[src/hw/rcr_pkg.sv]
// Shared constants for the receiver command-word register bank.
package rcr_pkg;
    localparam int          WORD_BITS     = 16;
    localparam int          CNT_W         = 5;
    // Command codes in the top bits of a word.
    localparam logic [7:0]  CMD_RX_CTRL   = 8'h00_C0;
    localparam logic [2:0]  CMD_CFG       = 3'b100;
    localparam int          CFG_CODE_LSB  = 13;
    localparam int          RX_CODE_LSB   = 8;
    // Reset values.
    localparam logic [15:0] CFG_RESET     = 16'h893A;
    localparam logic [15:0] RX_CTRL_RESET = 16'hC0C1;
    // Configuration word field positions.
    localparam int          CFG_CAP_LSB   = 4;
    localparam int          CFG_BW_LSB    = 1;
    localparam int          CFG_CLKDIS    = 0;
    // Receiver control word field positions.
    localparam int          RX_PIN_LSB    = 6;
    localparam int          RX_GAIN_LSB   = 4;
    localparam int          RX_THR_LSB    = 1;
    localparam int          RX_EN         = 0;
    // Reserved bandwidth codes.
    localparam logic [2:0]  BW_RSVD_LO    = 3'b000;
    localparam logic [2:0]  BW_RSVD_HI    = 3'b111;
    // Pin function codes.
    localparam logic [1:0]  PIN_STRENGTH  = 2'b00;
    localparam logic [1:0]  PIN_QUALITY   = 2'b01;
    localparam logic [1:0]  PIN_LOCK      = 2'b10;
    localparam logic [1:0]  PIN_VALID     = 2'b11;
    // Amplifier attenuation in dB per gain code.
    localparam logic [7:0]  ATT_G0        = 8'h00_00;
    localparam logic [7:0]  ATT_G1        = 8'h00_06;
    localparam logic [7:0]  ATT_G2        = 8'h00_0E;
    localparam logic [7:0]  ATT_G3        = 8'h00_14;

    typedef enum logic [1:0] {
        RCR_IDLE  = 2'b00,
        RCR_SHIFT = 2'b01,
        RCR_WAIT  = 2'b10
    } rcr_state_t;
endpackage

[src/hw/rcr_regs.sv]
// Receiver command-word register bank with serial command port.
`timescale 1ns/1ps
module rcr_regs #(
    parameter logic [7:0] THR_BASE = 8'h00_10,
    parameter logic [7:0] THR_STEP = 8'h00_06
) (
    input  wire logic       clock,
    input  wire logic       rst_n,
    input  wire logic       ser_clk,
    input  wire logic       ser_data,
    input  wire logic       ser_sel_n,
    input  wire logic [7:0] strength_level,
    input  wire logic       data_quality_detect,
    input  wire logic       clock_lock,
    input  wire logic       valid_data,
    output logic            clock_out,
    output logic [2:0]      baseband_bw_sel,
    output logic            clock_out_disable,
    output logic [3:0]      crystal_load_sel,
    output logic [1:0]      pin_function_sel,
    output logic [1:0]      amp_gain_sel,
    output logic [2:0]      strength_threshold,
    output logic            receiver_enable,
    output logic            strength_flag,
    output logic            multi_pin_out,
    output logic            status_read
);
    import rcr_pkg::*;

    logic [2:0]       pins;
    logic             sclk_s;
    logic             sdat_s;
    logic             sel_n_s;
    logic             sclk_d;
    logic             next_sclk_d;
    logic             sclk_rise;
    rcr_state_t       state;
    rcr_state_t       next_state;
    logic [15:0]      shift;
    logic [15:0]      next_shift;
    logic [CNT_W-1:0] count;
    logic [CNT_W-1:0] next_count;
    logic [15:0]      word;
    logic             word_done;
    logic [15:0]      cfg;
    logic [15:0]      next_cfg;
    logic [15:0]      rxc;
    logic [15:0]      next_rxc;
    logic             next_clock_out;
    logic             next_strength_flag;
    logic             next_multi_pin;
    logic             next_status_read;

    function automatic logic [7:0] gain_att(input logic [1:0] g);
        case (g)
            2'b00:   gain_att = ATT_G0;
            2'b01:   gain_att = ATT_G1;
            2'b10:   gain_att = ATT_G2;
            default: gain_att = ATT_G3;
        endcase
    endfunction

    function automatic logic [7:0] threshold(input logic [2:0] code);
        threshold = THR_BASE + 8'(THR_STEP * code);
    endfunction

    rcr_pin_sync #(
        .W           (3)
    ) u_sync (
        .clock       (clock),
        .rst_n       (rst_n),
        .pin_in      ({ser_clk, ser_data, ser_sel_n}),
        .reset_level (3'b001),
        .level       (pins)
    );

    assign sclk_s    = pins[2];
    assign sdat_s    = pins[1];
    assign sel_n_s   = pins[0];
    assign sclk_rise = sclk_s && !sclk_d;
    assign word      = {shift[14:0], sdat_s};

    // Serial framing: bits arrive MSB first on the rising serial clock.
    always_comb begin
        next_sclk_d = sclk_s;
        next_state  = state;
        next_shift  = shift;
        next_count  = count;
        word_done   = 1'b0;
        case (state)
            RCR_IDLE: begin
                next_count = '0;
                if (!sel_n_s) begin
                    next_state = RCR_SHIFT;
                end
            end
            RCR_SHIFT: begin
                if (sel_n_s) begin
                    next_state = RCR_IDLE;
                end else if (sclk_rise) begin
                    next_shift = word;
                    next_count = count + 1'b1;
                    if (count == CNT_W'(WORD_BITS - 1)) begin
                        word_done  = 1'b1;
                        next_state = RCR_WAIT;
                    end
                end
            end
            RCR_WAIT: begin
                // Extra clocks after the word are ignored until deselect.
                if (sel_n_s) begin
                    next_state = RCR_IDLE;
                end
            end
            default: begin
                next_state = RCR_IDLE;
            end
        endcase
    end

    always_ff @(posedge clock) begin
        if (!rst_n) begin
            sclk_d <= 1'b0;
            state  <= RCR_IDLE;
            shift  <= '0;
            count  <= '0;
        end else begin
            sclk_d <= next_sclk_d;
            state  <= next_state;
            shift  <= next_shift;
            count  <= next_count;
        end
    end

    // Register decode of a completed word.
    always_comb begin
        next_cfg         = cfg;
        next_rxc         = rxc;
        next_status_read = 1'b0;
        if (word_done) begin
            if (!word[15]) begin
                next_status_read = 1'b1;
            end else if (word[15:RX_CODE_LSB] == CMD_RX_CTRL) begin
                next_rxc = word;
            end else if (word[15:CFG_CODE_LSB] == CMD_CFG) begin
                next_cfg = word;
                if (word[CFG_BW_LSB+:3] == BW_RSVD_LO ||
                    word[CFG_BW_LSB+:3] == BW_RSVD_HI) begin
                    next_cfg[CFG_BW_LSB+:3] = cfg[CFG_BW_LSB+:3];
                end
            end
        end
    end

    always_ff @(posedge clock) begin
        if (!rst_n) begin
            cfg         <= CFG_RESET;
            rxc         <= RX_CTRL_RESET;
            status_read <= 1'b0;
        end else begin
            cfg         <= next_cfg;
            rxc         <= next_rxc;
            status_read <= next_status_read;
        end
    end

    // Field outputs. The next values feed the flops so each output
    // changes together with its register.
    always_ff @(posedge clock) begin
        if (!rst_n) begin
            baseband_bw_sel    <= CFG_RESET[CFG_BW_LSB+:3];
            clock_out_disable  <= CFG_RESET[CFG_CLKDIS];
            crystal_load_sel   <= CFG_RESET[CFG_CAP_LSB+:4];
            pin_function_sel   <= RX_CTRL_RESET[RX_PIN_LSB+:2];
            amp_gain_sel       <= RX_CTRL_RESET[RX_GAIN_LSB+:2];
            strength_threshold <= RX_CTRL_RESET[RX_THR_LSB+:3];
            receiver_enable    <= RX_CTRL_RESET[RX_EN];
        end else begin
            baseband_bw_sel    <= next_cfg[CFG_BW_LSB+:3];
            clock_out_disable  <= next_cfg[CFG_CLKDIS];
            crystal_load_sel   <= next_cfg[CFG_CAP_LSB+:4];
            pin_function_sel   <= next_rxc[RX_PIN_LSB+:2];
            amp_gain_sel       <= next_rxc[RX_GAIN_LSB+:2];
            strength_threshold <= next_rxc[RX_THR_LSB+:3];
            receiver_enable    <= next_rxc[RX_EN];
        end
    end

    // Strength detect, clock output and multipurpose pin.
    always_comb begin
        logic [7:0] att;
        logic [7:0] eff;
        att = gain_att(amp_gain_sel);
        eff = (strength_level > att) ? 8'(strength_level - att) : 8'h00_00;
        next_strength_flag = receiver_enable &&
                             (eff > threshold(strength_threshold));
        next_clock_out = clock_out_disable ? 1'b0 : !clock_out;
        case (pin_function_sel)
            PIN_STRENGTH: next_multi_pin = strength_flag;
            PIN_QUALITY:  next_multi_pin = data_quality_detect;
            PIN_LOCK:     next_multi_pin = clock_lock;
            PIN_VALID:    next_multi_pin = valid_data;
            default:      next_multi_pin = 1'b0;
        endcase
    end

    always_ff @(posedge clock) begin
        if (!rst_n) begin
            clock_out     <= 1'b0;
            strength_flag <= 1'b0;
            multi_pin_out <= 1'b0;
        end else begin
            clock_out     <= next_clock_out;
            strength_flag <= next_strength_flag;
            multi_pin_out <= next_multi_pin;
        end
    end
endmodule

[src/hw/rcr_pin_sync.sv]
// Three-stage input synchroniser with agreement filter.
`timescale 1ns/1ps
module rcr_pin_sync #(
    parameter int W = 1
) (
    input  wire logic         clock,
    input  wire logic         rst_n,
    input  wire logic [W-1:0] pin_in,
    input  wire logic [W-1:0] reset_level,
    output logic      [W-1:0] level
);
    logic [W-1:0] stage1;
    logic [W-1:0] stage2;
    logic [W-1:0] stage3;
    logic [W-1:0] next_level;

    // A bit only moves once the last two stages agree, which hides a
    // metastable settle in the middle stage.
    always_comb begin
        for (int i = 0; i < W; i++) begin
            next_level[i] = (stage2[i] == stage3[i]) ? stage3[i] : level[i];
        end
    end

    always_ff @(posedge clock) begin
        if (!rst_n) begin
            // Stages start at the idle level so that an idle-high pin does
            // not look like a falling edge on the first clocks after reset.
            stage1 <= reset_level;
            stage2 <= reset_level;
            stage3 <= reset_level;
            level  <= reset_level;
        end else begin
            stage1 <= pin_in;
            stage2 <= stage1;
            stage3 <= stage2;
            level  <= next_level;
        end
    end
endmodule

[config.mk]
export PLATFORM = sky130hd
export DESIGN_NAME = rcr_regs
export DESIGN_NICKNAME = d
export VERILOG_FILES = /design/src/hw/rcr_pkg.sv /design/src/hw/rcr_regs.sv /design/src/hw/rcr_pin_sync.sv
export SDC_FILE = /design/constraint.sdc
export NUM_CORES = 1
export LEC_CHECK = 0
export BUFFER_PORTS_ARGS = -buffer_cell sky130_fd_sc_hd__buf_2
export CORE_AREA = 5 5 65 111
export CTS_BUF_LIST = sky130_fd_sc_hd__clkbuf_4
export DETAILED_ROUTE_END_ITERATION = 12
export DIE_AREA = 0 0 70 116
export GPL_ROUTABILITY_DRIVEN = 0
export PLACE_DENSITY = 0.76
export SYNTH_ARGS = -nofsm -noshare
export SYNTH_HDL_FRONTEND = slang
export SYNTH_SLANG_ARGS = --single-unit
[constraint.sdc]
create_clock -name clock -period 3 [get_ports clock]
set_input_delay 0.6 -clock clock [delete_from_list [all_inputs] [get_ports clock]]
set_output_delay 0.6 -clock clock [all_outputs]
set_load 0.01 [all_outputs]
Yosys cells after proc, flatten, opt, wreduce, memory -nomap -nowiden --
Cells that the tools add are included.
Operators by class: bitwise operators 2, order comparisons 2, reduce and logical (&&, ||, !) cells 15, equality and inequality tests 20, multiply operators 1, mux-type cells 25, add/subtract/negate cells 3
Operators by type and width (number):
- 8-bit 2-to-1 mux | 8
- 5-bit case mux with 3 select lines | 1
- 2-bit 2-to-1 mux | 5
- 5-bit 2-to-1 mux | 2
- 5-bit case mux with 2 select lines | 1
- 2-bit == test (second input constant) | 4
- 8-bit == test (second input constant) | 1
- 8-bit by 7-bit > comparator with 1-bit output | 1
- 8-bit > comparator | 1
- 8-bit subtractor | 1
- 5-bit by 6-bit adder with 7-bit output (first input constant) | 1
- 2-bit by 1-bit == test with 1-bit output (second input constant) | 3
- 3-bit == test (second input constant) | 2
- 2-bit logical NOT | 3
- 2-bit != test (second input constant) | 3
- 3-bit by 2-bit != test with 1-bit output (second input constant) | 2
- 2-bit case mux with 3 select lines | 1
- 3-bit AND reduction | 2
- 5-bit by 1-bit adder with 5-bit output (second input constant) | 1
- 5-bit by 4-bit == test with 1-bit output (second input constant) | 1
- 2-bit by 3-bit multiplier with 5-bit output (first input constant) | 1
- 1-bit 2-to-1 mux | 5
- 1-bit case mux with 4 select lines | 1
- 4-bit AND reduction | 1
- other kinds (11) | 16
Storage, ports and cells: register bits after elaboration 71, output and inout port bits 20, logic and storage cells 91

Logic depth before layout (Yosys ltp) --
depth after elaboration 7, mapped depth 15

Modules after synthesis --
From an unflattened synthesis, not the netlist that was laid out.
Second synthesis, totals: cell total of the unflattened synthesis 305, area, all modules 2758.9 um^2
By module, submodules not included:
- rcr_regs | cells an instance 258, times used 1, area each 2288.4 um^2
- rcr_pin_sync | cells an instance 47, times used 1, area each 470.5 um^2

Worst setup path after synthesis --
Ideal clock, no wire load.
kind register -> register, start point register, netlist name rxc[4], end point register strength_flag, slack -0.048 ns, arrival 2.956 ns, cell stages (with the launch flop) 15, cells stage by stage dfxtp_1 inv_1 ha_1 ha_1 fa_1 nand2b_1 a21oi_1 xor2_1 nor2_1 ha_1 nand2_1 a211o_1 a31oi_1 nor3_1 o32ai_1
RTL lines:
- to (signal assigned) | RTL line rcr_regs.sv:214 | strength_flag <= next_strength_flag;
- to (decl) | RTL line rcr_regs.sv:24 | output logic strength_flag,

==> impl_metrics.csv <==
group,metric,value,unit
timing,whs,407,ps
layout,nNetsFinal,384,
placed_design,post_dp_cell_area,2960,sq um
clocking,root_buffer,"clkbuf_4",
floorplanning,core.rowCount,38,
floorplanning,ioPinCount,36,
pwr,leakagePower,0.00127,uW
clocking,postCtsHoldBufs,0,
timing,rsz0062_at_grt,"true",
layout,fill_cells,597,
clocking,htree_levels,2,
yosys,ys_warn_count,0,
yosys,synth_ff_type,"dfxtp_1",
pwr,powerDensity,391,nW/um^2
grt,antenna_found_initial,0,
flow_run,max-cap-violations,0,
layout,area_delta_synth_final,20.6,%
yosys,synth_edf_count,0,
placed_design,dp_hpwl,4040,um
worst_hold_path,min_path_type,"primary input to flip-flop",
timing,final.period_utilization,0.992,
detailed_routing,vias_per_cell,5.13,
yosys,async_flop_share,0,
detailed_routing,dr.first_iter.drc_count,77,
floorplanning,dieHeight,116,um
worst_setup_path,critPathRequiredTime,3270,ps
timing,period_needed,2970,ps
grt,grt_pass1_vias,2153,
timing,clock_skew,16.0,ps
yosys,yosysSeqAreaShare,0.413,
grt,grt_pass1_wl,9340,um
layout,final_cells,426,
layout,multi_input_area,1570,sq um
yosys,yosysMostFrequentCell,"nand2_1",
clocking,cts.path.max_buffers,2,
timing,finalSetupViolations,0,
clocking,insertion_delay,370,ps
clocking,clock_sinks,55,
timing,hold_violations,0,
grt,grt_max_degree,45,
floorplanning,die_area,8120,sq um
grt,grt_usage,0.140,
detailed_routing,wirelength,5530,um
detailed_routing,postRouteAntennaNets,0,
floorplanning,die_x,70,um
yosys,netlist_instances,302,
yosys,synth_top_area_share,0.413,
pwr,ir_worst_vdd,424,uV
yosys,avgSynthCellArea,8.83,sq um
yosys,syn_area,2670,sq um
yosys,yosysUniqueCellTypes,49,
floorplanning,initial_utilization,0.431,
timing,fin_setup_tns,0,ps
detailed_routing,post-route-drc-count,0,
worst_setup_path,worstPathArrival,3250,ps
timing,max-slew-margin-rel,0.521,
yosys,ys_top_cells_by_count,"nand2_1 (57), dfxtp_1 (55), ha_1 (20)",
detailed_routing,drtPass1Iterations,5,
worst_setup_path,critPathKind,"flip-flop to flip-flop",
clocking,clk_pin_slew,150,ps
yosys,ys_seq_elements,55,
clocking,tritoncts,"done",
status,outcome,"finished clean",
timing,final_max_slew_viol_count,0,
placed_design,place_inst,412,
timing,fmax,336,MHz
layout,n_antenna_cell,0,
layout,fin_area,3220,sq um
yosys,synth_nets,340,
worst_setup_path,end_kind,"flip-flop",
timing,tightestPinTransition,714,ps
detailed_routing,drt-wirelength-per-cell,13.0,um
yosys,synth_area_leaders,"dfxtp_1 (41%), ha_1 (9.4%), nand2_1 (8.0%)",
detailed_routing,dr_total_vias,2187,
layout,drive_gt1_frac,0.243,
clocking,cts_buffers,5,
grt,overflow,0,
worst_setup_path,setup.worst_path.start_class,"flip-flop",
placed_design,numPortBuffers,35,
worst_setup_path,crit_path_max_fanout,5,
layout,seqCellArea,1100,sq um
yosys,yosysTopAreaCell,"dfxtp_1",
floorplanning,core,6180,sq um
==> power breakdown <==
group	switching, uW	total (uW)	internal [uW]
Clock	217	398	181
Sequential	3.63	743	739
Combinational	55.7	117	61.5
==> repair_timing <==
action / CTS / global route
endpoints found under the hold margin: 0 / 0
resized for setup: 20 / 4
gates cloned: 0 / 0
buffers inserted: 6 / 1
setup endpoints to repair: 1 / 1
pin swaps: 12 / 9
==> layer usage <==
| layer | vias up | track usage | routed length (um) |
|---|---|---|---|
| li1 | 1106 | - | - |
| met2 | 38 | 0.276 | 3080 |
| met5 | - | 0 | 0 |
| met3 | 14 | 0.0208 | 172 |
| met1 | 1029 | 0.141 | 2110 |
| met4 | 0 | 0.0665 | 161 |
==> cell families after synthesis <==
| group | after synthesis | share of synthesized area |
|---|---|---|
| AOI/OAI and AO/OA | 56 | 0.138 |
| and+or+nand+nor | 128 | 0.251 |
| adders and majority gates | 22 | 0.109 |
| DFF | 55 | 0.413 |
| muxes | 8 | 0.0347 |
| xor gates and xnor gates | 3 | 0.00986 |
| buffers and inverters | 30 | 0.0455 |
==> cell usage in the layout (no fill, tap or decap), drive strengths merged, types with 2 or more instances in the layout <==
master / Yosys / layout
or2: 2 / 2
nor2: 14 / 14
o21ai: 18 / 18
nor2b: 5 / 5
ha: 20 / 20
nand2b: 5 / 5
nand2: 57 / 57
and4b: 2 / 2
mux2i: 7 / 7
nor3: 4 / 4
nand3: 15 / 15
clkbuf: 12 / 6
xor2: 2 / 2
nand4: 3 / 3
inv: 16 / 16
o31a: 2 / 2
nor4b: 2 / 2
nor3b: 3 / 3
a21o: 2 / 2
o31ai: 3 / 3
nor4: 2 / 2
and2: 10 / 10
buf: 2 / 51
dfxtp: 55 / 55
fa: 2 / 2
a21oi: 5 / 5
a21boi: 19 / 19
==> sequential cells by signal, indices dropped and copies added (netlist names) <==
signal,count
multi_pin_out,1
u_sync.stage1,3
u_sync.level,3
shift,15
status_read,1
u_sync.stage3,3
state,2
count,5
strength_flag,1
rxc,8
cfg,8
sclk_d,1
clock_out,1
u_sync.stage2,3
==> metrics by stage <==
stage	power, uW	utilization	worst slack, ps
2_1_floorplan	819	-	0.644
3_3_place_gp	853	0.479	-141
3_5_place_dp	856	0.479	-248
4_1_cts	1270	0.516	10.6
5_1_grt	1310	0.520	-81.9
6_report	1260	0.520	25.0
==> worst max-delay path, stage by stage, from the launching register on <==
cell and delay [ps]:
dfxtp_2 360, buf_4 130, ha_4 130, inv_2 40, ha_4 260, o21a_1 100, o31a_1 160, o21ai_1 70
nor4b_4 150, buf_4 140, or2_2 270, ha_1 180, nand2b_1 140, a211o_1 270, a31oi_1 180, nor3_1 60
o32ai_1 230
==> area by class of cell <==
class                      count  area share
timing repair buffer          51      0.0942
inverter                      16      0.0187
clock inverter                 1     0.00934
multi-input combinational    217       0.489
tap                           80      0.0311
sequential                    55       0.343
clock buffer                   6      0.0140
==> path summary, 6_finish.rpt <==
path / start / to / slack (ps) / cells past startpoint
max: rxc[4] / strength_flag / 30 / 16
min: ser_sel_n / u_sync.stage1[0] / 410 / 2
min reg2reg: u_sync.stage1[0] / u_sync.stage2[0] / 430 / 1
max reg2reg: rxc[4] / strength_flag / 30 / 16
Note: power is estimated with default switching activity, not from simulation.
